**src/dabc_defs.vh**
```
// Purpose: shared constants for the align/bit-reverse/branch/compare datapath
// Assumes: 32-bit general registers, single core clock
// Notes:   register offsets are byte addresses on the AXI4-Lite slave
`ifndef DABC_DEFS_VH
`define DABC_DEFS_VH

`define DABC_OP_W          4
`define DABC_OP_NONE       4'h0
`define DABC_OP_ALIGN      4'h1
`define DABC_OP_HALFWORD_BIT_REVERSE     4'h2
`define DABC_OP_BR_DELAY   4'h3
`define DABC_OP_BR_COMPACT 4'h4
`define DABC_OP_CMP_PH     4'h5
`define DABC_OP_CMP_BOTH   4'h6
`define DABC_OP_CMP_REG    4'h7

`define DABC_COND_EQ       2'h0
`define DABC_COND_LT       2'h1
`define DABC_COND_LE       2'h2

`define DABC_POS_LIMIT     6'h20
`define DABC_CC_LO         24
`define DABC_CC_HI         27

`define DABC_ADDR_CTRL     4'h0
`define DABC_ADDR_STATUS   4'h4
`define DABC_ADDR_MASK     4'h8
`define DABC_ADDR_FLAGS    4'hc

`define DABC_CTRL_RST      2'h3
`define DABC_EV_W          4
`define DABC_EV_BRANCH     0
`define DABC_EV_RESV       1
`define DABC_EV_DISABLED   2
`define DABC_EV_CMP        3

`define DABC_RESP_OKAY     2'h0
`define DABC_RESP_SLVERR   2'h2

`endif

```
**src/dabc_lane_cmp.v**
```verilog
// Purpose: one lane of the shared compare array
// Assumes: cond is eq, lt or le
// Notes:   signedness chosen per instance
`timescale 1ns/10ps
`default_nettype none
`include "dabc_defs.vh"
module dabc_lane_cmp #(
  parameter W      = 8,
  parameter SIGNED = 0
) (
  input  wire [W-1:0] i_a,
  input  wire [W-1:0] i_b,
  input  wire [1:0]   i_cond,
  output reg          o_res
);
  wire [W:0] a_x = {(SIGNED != 0) & i_a[W-1], i_a};
  wire [W:0] b_x = {(SIGNED != 0) & i_b[W-1], i_b};
  wire       eq  = (i_a == i_b);
  wire       lt  = ($signed(a_x) < $signed(b_x));
  always @* begin
    case (i_cond)
      `DABC_COND_EQ: o_res = eq;
      `DABC_COND_LT: o_res = lt;
      `DABC_COND_LE: o_res = lt | eq;
      default:       o_res = 1'b0;
    endcase
  end
endmodule
`default_nettype wire

```
**src/dabc_axil_slave.v**
```verilog
// Purpose: AXI4-Lite register slave for the datapath
// Assumes: one write and one read outstanding at most
// Notes:   status is write-one-to-clear, set wins over clear
`timescale 1ns/10ps
`default_nettype none
`include "dabc_defs.vh"
module dabc_axil_slave (
  input  wire        i_clk,
  input  wire        i_nrst,
  input  wire [3:0]  i_awaddr,
  input  wire        i_awvalid,
  output wire        o_awready,
  input  wire [31:0] i_wdata,
  input  wire [3:0]  i_wstrb,
  input  wire        i_wvalid,
  output wire        o_wready,
  output reg  [1:0]  o_bresp,
  output reg         o_bvalid,
  input  wire        i_bready,
  input  wire [3:0]  i_araddr,
  input  wire        i_arvalid,
  output wire        o_arready,
  output reg  [31:0] o_rdata,
  output reg  [1:0]  o_rresp,
  output reg         o_rvalid,
  input  wire        i_rready,
  input  wire [3:0]  i_events,
  input  wire [31:0] i_flags,
  output reg  [1:0]  o_ctrl,
  output wire        o_irq
);
  reg  [3:0]  aw_r;
  reg         aw_have_r;
  reg  [31:0] wd_r;
  reg  [3:0]  ws_r;
  reg         w_have_r;
  reg  [3:0]  status_r;
  reg  [3:0]  mask_r;
  wire        do_wr = aw_have_r & w_have_r & ~o_bvalid;
  wire        clr   = do_wr & (aw_r == `DABC_ADDR_STATUS) & ws_r[0];
  assign o_awready = ~aw_have_r & ~o_bvalid;
  assign o_wready  = ~w_have_r & ~o_bvalid;
  assign o_arready = ~o_rvalid;
  assign o_irq     = |(status_r & mask_r);
  always @(posedge i_clk or negedge i_nrst) begin
    if (!i_nrst) begin
      aw_r      <= 4'h0;
      aw_have_r <= 1'b0;
      wd_r      <= 32'h0;
      ws_r      <= 4'h0;
      w_have_r  <= 1'b0;
      o_bvalid  <= 1'b0;
      o_bresp   <= `DABC_RESP_OKAY;
      o_rvalid  <= 1'b0;
      o_rresp   <= `DABC_RESP_OKAY;
      o_rdata   <= 32'h0;
      status_r  <= 4'h0;
      mask_r    <= 4'h0;
      o_ctrl    <= `DABC_CTRL_RST;
    end else begin
      if (i_awvalid & o_awready) begin
        aw_r      <= i_awaddr;
        aw_have_r <= 1'b1;
      end
      if (i_wvalid & o_wready) begin
        wd_r     <= i_wdata;
        ws_r     <= i_wstrb;
        w_have_r <= 1'b1;
      end
      status_r <= (status_r & ~(clr ? wd_r[3:0] : 4'h0)) | i_events;
      if (do_wr) begin
        aw_have_r <= 1'b0;
        w_have_r  <= 1'b0;
        o_bvalid  <= 1'b1;
        o_bresp   <= `DABC_RESP_OKAY;
        case (aw_r)
          `DABC_ADDR_CTRL:   if (ws_r[0]) o_ctrl <= wd_r[1:0];
          `DABC_ADDR_STATUS: ;
          `DABC_ADDR_MASK:   if (ws_r[0]) mask_r <= wd_r[3:0];
          `DABC_ADDR_FLAGS:  ;
          default:           o_bresp <= `DABC_RESP_SLVERR;
        endcase
      end else if (o_bvalid & i_bready) begin
        o_bvalid <= 1'b0;
      end
      if (i_arvalid & o_arready) begin
        o_rvalid <= 1'b1;
        o_rresp  <= `DABC_RESP_OKAY;
        case (i_araddr)
          `DABC_ADDR_CTRL:   o_rdata <= {30'h0, o_ctrl};
          `DABC_ADDR_STATUS: o_rdata <= {28'h0, status_r};
          `DABC_ADDR_MASK:   o_rdata <= {28'h0, mask_r};
          `DABC_ADDR_FLAGS:  o_rdata <= i_flags;
          default: begin
            o_rdata <= 32'h0;
            o_rresp <= `DABC_RESP_SLVERR;
          end
        endcase
      end else if (o_rvalid & i_rready) begin
        o_rvalid <= 1'b0;
      end
    end
  end
endmodule
`default_nettype wire

```
**src/dabc_datapath.v**
```verilog
// Purpose: execute stage for byte align, bit reverse, position branches, compares
// Assumes: pipeline presents one decoded op per cycle with operands and pc
// Notes:   results registered one cycle after i_valid; flags held locally
`timescale 1ns/10ps
`default_nettype none
`include "dabc_defs.vh"
// How it works
// (RULE1) align: amount 1 or 3 gives target<<8n OR source>>8(4-n); 0/2 undefined
// (RULE2) bit reverse puts low source halfword reversed into low result halfword
// (RULE3) bit reverse zeroes every result bit above bit 15
// (RULE4) branch target is next pc plus sign-extended offset shifted left two
// (RULE5) delayed branch taken if position >= 32, redirect after delay slot
// (RULE6) compact branch taken if position >= 32, no delay slot
// (RULE7) control-transfer op in delayed branch slot raises reserved exception; code raises it only while ctrl bit 1 (newest) is set
// (RULE8) control-transfer op right after compact branch raises reserved exception
// (RULE9) both branches may raise reserved or extension-disabled exception instead
// (RULE10) halfword compare is signed, eq/lt/le per element
// (RULE11) halfword compare: upper result to flag 25, lower to flag 24
// (RULE12) both-target byte compare: unsigned results to flags 27..24, top byte at 27
// (RULE13) both-target byte compare also writes results to dest bits 3..0, rest zero
// (RULE14) register-only byte compare writes results to dest low four bits, rest zero
// (RULE15) condition decoded from encoding; one comparator array serves all compares
module dabc_datapath #(
  parameter XLEN = 32
) (
  input  wire            i_clk,
  input  wire            i_nrst,
  input  wire            i_valid,
  input  wire [3:0]      i_op,
  input  wire [1:0]      i_cond,
  input  wire [1:0]      i_byte_shift_amount,
  input  wire [15:0]     i_offset,
  input  wire [31:0]     i_source_a_reg,
  input  wire [31:0]     i_source_b_reg,
  input  wire [31:0]     i_pc,
  input  wire [5:0]      i_pos,
  input  wire            i_op_is_cti,
  input  wire            i_op_reserved,
  output reg  [31:0]     o_result,
  output reg             o_result_we,
  output reg  [3:0]      o_cc_flags,
  output reg             o_cc_we,
  output reg  [31:0]     o_target,
  output reg             o_redirect,
  output reg             o_resv_exc,
  output reg             o_dsp_dis_exc,
  input  wire [3:0]      i_awaddr,
  input  wire            i_awvalid,
  output wire            o_awready,
  input  wire [31:0]     i_wdata,
  input  wire [3:0]      i_wstrb,
  input  wire            i_wvalid,
  output wire            o_wready,
  output wire [1:0]      o_bresp,
  output wire            o_bvalid,
  input  wire            i_bready,
  input  wire [3:0]      i_araddr,
  input  wire            i_arvalid,
  output wire            o_arready,
  output wire [31:0]     o_rdata,
  output wire [1:0]      o_rresp,
  output wire            o_rvalid,
  input  wire            i_rready,
  output wire            o_irq
);
  localparam ST_IDLE  = 3'b001;
  localparam ST_DSLOT = 3'b010;
  localparam ST_FSLOT = 3'b100;

  reg  [2:0]  state_r;
  reg  [2:0]  state_nxt;
  reg  [31:0] pend_target_r;
  reg         pend_taken_r;
  reg  [3:0]  cc_r;
  wire [1:0]  ctrl;
  wire        ext_en   = ctrl[0];
  wire        newest   = ctrl[1];
  wire [3:0]  byte_res;
  wire [1:0]  half_res;
  wire [3:0]  events;

  // four byte lanes (unsigned) and two halfword lanes (signed) share one cond
  genvar g;
  generate
    for (g = 0; g < 4; g = g + 1) begin : g_byte
      dabc_lane_cmp #(.W(8), .SIGNED(0)) u_lane (
        .i_a    (i_source_a_reg[8*g+7:8*g]),
        .i_b    (i_source_b_reg[8*g+7:8*g]),
        .i_cond (i_cond),  // see (RULE15)
        .o_res  (byte_res[g])
      );
    end
    for (g = 0; g < 2; g = g + 1) begin : g_half
      dabc_lane_cmp #(.W(16), .SIGNED(1)) u_lane (
        .i_a    (i_source_a_reg[16*g+15:16*g]),
        .i_b    (i_source_b_reg[16*g+15:16*g]),
        .i_cond (i_cond),  // see (RULE10)
        .o_res  (half_res[g])
      );
    end
  endgenerate

  wire [31:0] next_pc  = i_pc + 32'h4;
  wire [31:0] se_off   = {{14{i_offset[15]}}, i_offset, 2'h0};  // see (RULE4)
  wire [31:0] br_tgt   = next_pc + se_off;                     // see (RULE4)
  wire        pos_ge   = (i_pos >= `DABC_POS_LIMIT);            // see (RULE5) (RULE6)
  wire        is_br    = (i_op == `DABC_OP_BR_DELAY) | (i_op == `DABC_OP_BR_COMPACT);
  wire        br_resv  = i_valid & is_br & i_op_reserved;       // see (RULE9)
  wire        br_dis   = i_valid & is_br & ~ext_en & ~i_op_reserved;  // see (RULE9)
  wire        br_ok    = i_valid & is_br & ~i_op_reserved & ext_en;
  wire        dslot_cti = i_valid & (state_r == ST_DSLOT) & i_op_is_cti & newest;  // see (RULE7)
  wire        fslot_cti = i_valid & (state_r == ST_FSLOT) & i_op_is_cti;           // see (RULE8)

  reg  [31:0] align_v;
  always @* begin
    case (i_byte_shift_amount)
      2'h1:    align_v = (i_source_b_reg << 8) | (i_source_a_reg >> 24);  // see (RULE1)
      2'h3:    align_v = (i_source_b_reg << 24) | (i_source_a_reg >> 8);  // see (RULE1)
      default: align_v = i_source_b_reg;
    endcase
  end

  reg [15:0] rev_v;
  integer k;
  always @* begin
    rev_v = 16'h0;
    for (k = 0; k < 16; k = k + 1) begin
      rev_v[15-k] = i_source_b_reg[k];  // see (RULE2)
    end
  end

  always @* begin
    state_nxt = state_r;
    case (state_r)
      ST_IDLE:  state_nxt = ST_IDLE;
      ST_DSLOT: if (i_valid) state_nxt = ST_IDLE;
      ST_FSLOT: if (i_valid) state_nxt = ST_IDLE;
      default:  state_nxt = ST_IDLE;
    endcase
    // an executed branch opens its own slot, even when it issues inside one
    if (br_ok && !dslot_cti && !fslot_cti) begin
      state_nxt = (i_op == `DABC_OP_BR_DELAY) ? ST_DSLOT : ST_FSLOT;  // see (RULE7) (RULE8)
    end
  end

  assign events = {i_valid & (i_op >= `DABC_OP_CMP_PH) & (i_op <= `DABC_OP_CMP_BOTH),
                   br_dis,
                   br_resv | dslot_cti | fslot_cti,
                   br_ok & pos_ge};

  always @(posedge i_clk or negedge i_nrst) begin
    if (!i_nrst) begin
      state_r       <= ST_IDLE;
      pend_target_r <= 32'h0;
      pend_taken_r  <= 1'b0;
      cc_r          <= 4'h0;
      o_result      <= 32'h0;
      o_result_we   <= 1'b0;
      o_cc_flags    <= 4'h0;
      o_cc_we       <= 1'b0;
      o_target      <= 32'h0;
      o_redirect    <= 1'b0;
      o_resv_exc    <= 1'b0;
      o_dsp_dis_exc <= 1'b0;
    end else begin
      state_r       <= state_nxt;
      o_result_we   <= 1'b0;
      o_cc_we       <= 1'b0;
      o_redirect    <= 1'b0;
      o_resv_exc    <= br_resv | dslot_cti | fslot_cti;  // see (RULE7) (RULE8) (RULE9)
      o_dsp_dis_exc <= br_dis;                           // see (RULE9)
      if (state_r == ST_DSLOT && i_valid) begin
        // delay-slot op has issued: now redirect
        o_redirect   <= pend_taken_r & ~dslot_cti;  // see (RULE5)
        o_target     <= pend_target_r;
        pend_taken_r <= 1'b0;
      end
      if (i_valid && !dslot_cti && !fslot_cti) begin
        case (i_op)
          `DABC_OP_ALIGN: begin
            o_result    <= align_v;
            o_result_we <= 1'b1;
          end
          `DABC_OP_HALFWORD_BIT_REVERSE: begin
            o_result    <= {16'h0, rev_v};  // see (RULE3)
            o_result_we <= 1'b1;
          end
          `DABC_OP_BR_DELAY: if (br_ok) begin
            pend_taken_r  <= pos_ge;  // see (RULE5)
            pend_target_r <= br_tgt;
          end
          `DABC_OP_BR_COMPACT: if (br_ok) begin
            o_redirect <= pos_ge;  // see (RULE6)
            o_target   <= br_tgt;
          end
          `DABC_OP_CMP_PH: begin
            cc_r[1:0]  <= half_res;  // see (RULE11)
            o_cc_flags <= {cc_r[3:2], half_res};
            o_cc_we    <= 1'b1;
          end
          `DABC_OP_CMP_BOTH: begin
            cc_r        <= byte_res;  // see (RULE12)
            o_cc_flags  <= byte_res;
            o_cc_we     <= 1'b1;
            o_result    <= {28'h0, byte_res};  // see (RULE13)
            o_result_we <= 1'b1;
          end
          `DABC_OP_CMP_REG: begin
            o_result    <= {28'h0, byte_res};  // see (RULE14)
            o_result_we <= 1'b1;
          end
          default: ;
        endcase
      end
    end
  end

  dabc_axil_slave u_regs (
    .i_clk     (i_clk),
    .i_nrst    (i_nrst),
    .i_awaddr  (i_awaddr),
    .i_awvalid (i_awvalid),
    .o_awready (o_awready),
    .i_wdata   (i_wdata),
    .i_wstrb   (i_wstrb),
    .i_wvalid  (i_wvalid),
    .o_wready  (o_wready),
    .o_bresp   (o_bresp),
    .o_bvalid  (o_bvalid),
    .i_bready  (i_bready),
    .i_araddr  (i_araddr),
    .i_arvalid (i_arvalid),
    .o_arready (o_arready),
    .o_rdata   (o_rdata),
    .o_rresp   (o_rresp),
    .o_rvalid  (o_rvalid),
    .i_rready  (i_rready),
    .i_events  (events),
    .i_flags   ({4'h0, cc_r, 18'h0, i_pos}),
    .o_ctrl    (ctrl),
    .o_irq     (o_irq)
  );
endmodule
`default_nettype wire

```
**config.mk**
```make
export PLATFORM = sky130hd
export DESIGN_NAME = dabc_datapath
export DESIGN_NICKNAME = d
export VERILOG_FILES = /design/src/dabc_lane_cmp.v /design/src/dabc_axil_slave.v /design/src/dabc_datapath.v
export VERILOG_INCLUDE_DIRS = /design/src
export SDC_FILE = /design/constraint.sdc
export NUM_CORES = 1
export LEC_CHECK = 0
export BUFFER_PORTS_ARGS = -buffer_cell sky130_fd_sc_hd__clkbuf_2
export CAP_MARGIN = 20
export CORE_ASPECT_RATIO = 0.8
export CORE_UTILIZATION = 49
export CTS_BUF_LIST = sky130_fd_sc_hd__clkbuf_8
export DETAILED_ROUTE_END_ITERATION = 16
export PLACE_DENSITY = 0.8
export SYNTH_ARGS = -nofsm -noshare
export SYNTH_HDL_FRONTEND = slang
export SYNTH_SLANG_ARGS = --single-unit
```
**constraint.sdc**
```tcl
create_clock -name i_clk -period 1.7 [get_ports i_clk]
set_input_delay 0.255 -clock i_clk [delete_from_list [all_inputs] [get_ports i_clk]]
set_output_delay 0.255 -clock i_clk [all_outputs]
set_load 0.02 [all_outputs]
```
==> results.md, run 1 <==
- Status: finished with violations
- Failing checks: setup timing
- CP Max Fanout: 3
- RSZ-0062 raised after global routing: yes
- Port Buf Inserts: 239
- Layout Skew: 0.01475 ns
- Routed vias: 10,860
- Layout cells sized above 1: 0.4669
- Clk Latency, worst-skew pair: 0.48 ns
- Worst slew margin: 0.6613
- Total CTS buffers: 17
- Leak pwr: 7.796 nW
- Count leader, synth: nand2_1
- Post-DRT Antenna Nets: 0
- Hold/Removal Path Class: input pin to flip-flop
- Largest net degree at the start of global routing: 48
- Primary FF master, synth: dfrtp_1
- Grt ovf: 0
- Post-synth ARST share: 1.000
- Register clock-pin slew on the reported worst setup and hold paths: 0.10 ns
- FILL cells: 1,276
- Final min period: 2.194 ns
- HPWL Detailed: 24,720 µm
- Commonest cells post-synth: nand2_1, dfrtp_1, ha_1, a21oi_1, nor2_1
- Post-Layout Cell Count: 1,881
- First-pass GRT wire length: 52,030 µm
- Post-synth cell types: 76
- Htree depth: 4
- Dominant cells by area after synthesis: dfrtp_1, ha_1, nand2_1, a21oi_1, mux2i_1
- CP arrival: 2.55 ns
- Area leader, netlist: dfrtp_1
- Area grow syn2layout: 56.37%
- Core footprint: 19,970 µm²
- Final hold vios: 0
- Antenna violations before repair: 0
- Final Worst Setup Slack: -0.4942 ns
- Seq cells post-synth: 146
- Max-cap viol count: 0
- CP max stage cell: a2111oi_2
- I/O Pins: 295
- Crit path capture type: flip-flop
- Seq/Total Area, Yosys: 0.3634
- Setup-failing EPs final: 68
- Initial drt markers: 1,055
- Startpoint Class: input pin
- Final #Nets: 1,876
- Worst Tran Pin Value: 0.5081 ns
- Mapped Cells: 1,112
- DP Cell Count: 1,786
- Chip width: 162.2 µm
- Routability cong.: 0.9407
- GR Layer Usage met3: 0.06135
- Wire per inst: 19.55 µm
- Pwr Total: 0.01331 W
- Grt met2 use: 0.4945
- Num Clock Sinks: 146
- GRT Max-Usage Layer: met2
- # rows: 46
- Final Cycle Share: 1.291
- Root buffer cell: clkbuf_8
- CP max stage delay: 0.40 ns
- Max Slew Vio Count: 0
- Synth Area per Inst: 9.050 µm²
- CTS tree: built
- R2R Setup Slk: -0.21 ns
- Crit Path Class: input pin to flip-flop
- Cell Area, Synth: 10,060 µm²
- Most common cell on crit path: ha_4
- Vias per cell: 5.772
- CP cell instances: buf_6 -> ha_4 -> ha_4 -> fa_2 -> a21oi_2 -> o211ai_1 -> a2111oi_2 -> nor2_2 -> a31oi_1 -> xor2_1 -> mux2i_1
- Met1 usage: 0.4497
- Chip Height: 130.2 µm
- Cell Pwr Density: 845.6 nW/µm²
- YS warnings: 0
- Req. time, crit path: 2.06 ns
- Vias in the first global route: 10,070
- Fmax achieved: 0.4557 GHz
- Starting density of the core: 0.5039
- Total Routing Usage GR: 0.3180
- WL final: 36,780 µm
- Post-synth top area share: 0.3556
- Antenna Diode Count: 0
- VDD IR-drop max: 0.0007567 V
- Clock Path Buffers: 2
- Post-synth EDFFs: 0
- Area of the die: 21,120 µm²
- DRC errors left: 0
- Total iterations of the first detailed-routing run: 12
-- flip-flops by register name, summed over array words and instances (netlist names), 2 cells and up --
| signal | count |
|---|---|
| u_regs.wd_r | 4 |
| u_regs.aw_r | 4 |
| state_r | 3 |
| o_result | 32 |
| cc_r | 2 |
| o_target | 32 |
| u_regs.o_ctrl | 2 |
| u_regs.mask_r | 4 |
| u_regs.o_rdata | 10 |
| o_cc_flags | 4 |
| pend_target_r | 32 |
| u_regs.status_r | 4 |
-- where the power goes --
part           leakage [nW]  internal, W  switching, W
registers              1.90      0.00421      0.000576
clock network         0.206      0.00113       0.00176
logic                  5.69      0.00258       0.00305
-- metrics by stage --
stage / setup WS, ns / util / TNS (ns) / cell area, µm² / hold slack, ns
after floorplan: -0.7232 / - / -17.10 / 10720 / -0.04059
after global placement: -1.068 / 0.6827 / -39.54 / 13630 / 0.2217
after detailed placement: -1.180 / 0.6827 / -44.67 / 13630 / 0.2239
after CTS: -0.4054 / 0.7485 / -14.21 / 14950 / 0.002445
after global routing: -0.5311 / 0.7879 / -18.86 / 15740 / 0.005891
final: -0.4942 / 0.7879 / -13.66 / 15740 / 0.02524
-- cell families after synthesis --
logic type / Yosys count / share of synthesized area
adder cells (fa/ha/maj): 92 / 0.1151
AND/OR/NAND/NOR: 339 / 0.1544
flip-flops: 146 / 0.3634
other: 1 / 0.0003726
multiplexers: 68 / 0.07286
AO/OA/AOI/OAI: 314 / 0.2094
buffers and inverters: 123 / 0.05918
XOR/XNOR: 29 / 0.02524
-- what timing repair did --
action                                  CTS  global route
hold buffers                             14             0
setup buffers                            19            22
resized for setup                        83           146
endpoints found under the setup margin   96           103
endpoints found under the hold margin    53             0
pin swaps                                43            70
cloned                                    9             7
-- placed cells by master (no fill, tap or decap), drive strengths merged, types with 24 or more instances in the layout --
cell,netlist,layout
nand2,161,161
clkbuf,28,250
conb,1,24
a21oi,90,90
dfrtp,143,143
o21ai,62,62
nor2,62,62
inv,47,54
o211ai,30,30
buf,48,278
mux2i,44,44
ha,91,91
-- worst max-delay path: cells and delay by family --
kind	cells	cell delay, ns
AOI/OAI and AO/OA	4	0.93
xor gates and xnor gates	1	0.26
adders and majority gates	3	0.74
buffers and inverters	1	0.10
muxes	1	0.12
and+or+nand+nor	1	0.15
-- area by class of cell --
type | instances | area (µm²) | area share
multi-input cells | 866 | 7156 | 0.4547
well taps | 264 | 330.3 | 0.02099
clock buffers | 17 | 234.0 | 0.01487
clock inverters | 15 | 182.7 | 0.01161
flip-flops and latches | 146 | 3657 | 0.2324
repair buffers | 526 | 3993 | 0.2537
inverters | 47 | 183.9 | 0.01169
-- metal layers --
layer	wire length, µm	up-vias
met4	884	0
met1	15710	5200
met2	17190	582
li1	-	4986
met5	0	-
met3	2997	89
-- final timing paths --
check / endpoint / cells past startpoint / start
max: o_target[29]$_DFF_PN0_ / 11 / i_offset[1]
min: pend_target_r[1]$_DFFE_PN0P_ / 3 / i_pc[1]
max reg2reg: pend_target_r[25]$_DFFE_PN0P_ / 9 / state_r[2]$_DFFE_PN0P_
min reg2reg: o_result[31]$_DFFE_PN0P_ / 2 / o_result[31]$_DFFE_PN0P_
max in group asynchronous: state_r[0]$_DFFE_PN1P_ / 3 / i_nrst
min in group asynchronous: o_target[4]$_DFF_PN0_ / 2 / i_nrst
No activity file was read; power rests on OpenSTA's default activity.
==> inputs of run 2 (changes only) <==
- RECOVER_POWER: unset -> 50
==> results.md, run 2 (synthesis results as in run 1) <==
- HP Start: i_pc[1]
- Fmax achieved: 0.4558 GHz
- Final Cycle Share: 1.291
- Final hold vios: 0
- Setup TNS: -13.73 ns
- Htree depth: 4
- Largest net degree at the start of global routing: 48
- Port Buf Inserts: 239
- Routability cong.: 0.9407
- Total iterations of the first detailed-routing run: 7
- Grt ovf: 0
- Layout cells sized above 1: 0.4663
- Vias in the first global route: 10,070
- Clk Latency, worst-skew pair: 0.48 ns
- Most common cell after layout, fill and taps aside: clkbuf_2
- Hold/Removal Path Class: input pin to flip-flop
- Crit Path Class: input pin to flip-flop
- Vias per cell: 5.772
- RSZ-0062 raised after global routing: yes
- Req. time, crit path: 2.06 ns
- Clock Path Buffers: 2
- Final #Nets: 1,876
- Startpoint Class: input pin
- WL final: 36,770 µm
- Starting density of the core: 0.5039
- Crit path capture type: flip-flop
- # rows: 46
- Post-DRT Antenna Nets: 0
- Register area: 3657 µm²
- Wire per inst: 19.55 µm
- Total CTS buffers: 17
- VDD IR-drop max: 0.0007458 V
- Antenna Diode Count: 0
- Worst Setup SP: i_offset[1]
- Commonest non-fill, non-tap cells in the layout: clkbuf_2, buf_4, dfrtp_1, nand2_1, a21oi_1
- Max-cap viol count: 0
- Leak pwr: 7.783 nW
- Routed vias: 10,860
- Reg-to-Reg Start: state_r[2]$_DFFE_PN0P_
- First-pass GRT wire length: 52,030 µm
- Final min period: 2.194 ns
- Register clock-pin slew on the reported worst setup and hold paths: 0.10 ns
- CTS tree: built
- Root buffer cell: clkbuf_8
- Total Routing Usage GR: 0.3180
- Antenna violations before repair: 0
- Area grow syn2layout: 56.05%
- Chip width: 162.2 µm
- Max Slew Vio Count: 0
- Core footprint: 19,970 µm²
- Worst slew margin: 0.1410
- Layout Skew: 0.01576 ns
- DRC errors left: 0
- Chip Height: 130.2 µm
- Status: finished with violations
- Setup-failing EPs final: 68
- Num Clock Sinks: 146
- CP arrival: 2.55 ns
- Multi-input logic area: 7156 µm²
- Final Worst Setup Slack: -0.4940 ns
- Area of the die: 21,120 µm²
- Failing checks: setup timing
- Worst Tran Pin Value: 1.288 ns
- Worst hold slack: 0.02819 ns
- Cell Pwr Density: 845.9 nW/µm²
- Largest regs: o_result (32), o_target (32), pend_target_r (32)
- FILL cells: 1,284
- I/O Pins: 295
- HPWL Detailed: 24,720 µm
- Initial drt markers: 1,049
- CP Max Fanout: 3
run 2: cell types whose count changed in the layout (fill, tap and decap cells not counted):
cell	delta
buf_12	-2
buf_4	-5
clkbuf_2	+2
clkbuf_1	+1
buf_2	+1
clkbuf_4	+2
buf_6	+1
run 2: cell type report:
cell class | count | share of cell area
Tap cell | 264 | 0.02103
Inverter | 47 | 0.01171
Clock inverter | 15 | 0.01163
Clock buffer | 17 | 0.01490
Sequential cell | 146 | 0.2329
Multi-Input combinational cell | 866 | 0.4557
Timing Repair Buffer | 526 | 0.2522
run 2: worst paths after layout:
check / endpoint / slack (ns) / depth (start not counted)
worst max register to register: pend_target_r[25]$_DFFE_PN0P_ / -0.21 / 9
worst max-delay path: o_target[29]$_DFF_PN0_ / -0.49 / 11
worst min-delay path: pend_target_r[1]$_DFFE_PN0P_ / 0.03 / 3
worst min register to register: o_result[31]$_DFFE_PN0P_ / 0.49 / 2
max in group asynchronous: o_result[25]$_DFFE_PN0P_ / 0.13 / 3
min in group asynchronous: o_target[4]$_DFF_PN0_ / 0.56 / 2
run 2: routing by layer:
layer / routed length, µm / up-vias / track usage
met2: 17150 / 591 / 0.4945
met3: 3042 / 76 / 0.06135
met1: 15750 / 5209 / 0.4497
met4: 819 / 0 / 0.09212
met5: 0 / - / 0
li1: - / 4982 / -
run 2: critical path: stages:
cell       delay, ns
buf_6           0.10
ha_4            0.23
ha_4            0.16
fa_2            0.35
a21oi_2         0.17
o211ai_1        0.17
a2111oi_2       0.40
nor2_2          0.15
a31oi_1         0.19
xor2_1          0.26
mux2i_1         0.12
run 2: stage by stage:
step	instances	util	worst slack (ns)	total power, W	cell area, µm²
2_1_floorplan	1135	-	-0.7232	0.007650	10720
3_3_place_gp	1786	0.6827	-1.068	0.009496	13630
3_5_place_dp	1786	0.6827	-1.180	0.009672	13630
4_1_cts	1860	0.7485	-0.4054	0.01276	14950
5_1_grt	1881	0.7863	-0.5311	0.01393	15700
6_report	1881	0.7863	-0.4940	0.01328	15700
run 2: repair_timing:
| action | 4_1_cts | 5_1_grt |
|---|---|---|
| buffers inserted | 19 | 22 |
| endpoints found under the setup margin | 96 | 103 |
| cloned | 9 | 7 |
| pin swaps | 43 | 70 |
| resized for setup | 83 | 146 |
| endpoints found under the hold margin | 53 | 0 |
| hold buffers | 14 | 0 |
run 2: power by group:
| group | internal, W | leakage [nW] | switching [W] |
|---|---|---|---|
| logic | 0.00257 | 5.68 | 0.00305 |
| clock network | 0.00113 | 0.206 | 0.00176 |
| registers | 0.00421 | 1.90 | 0.000576 |
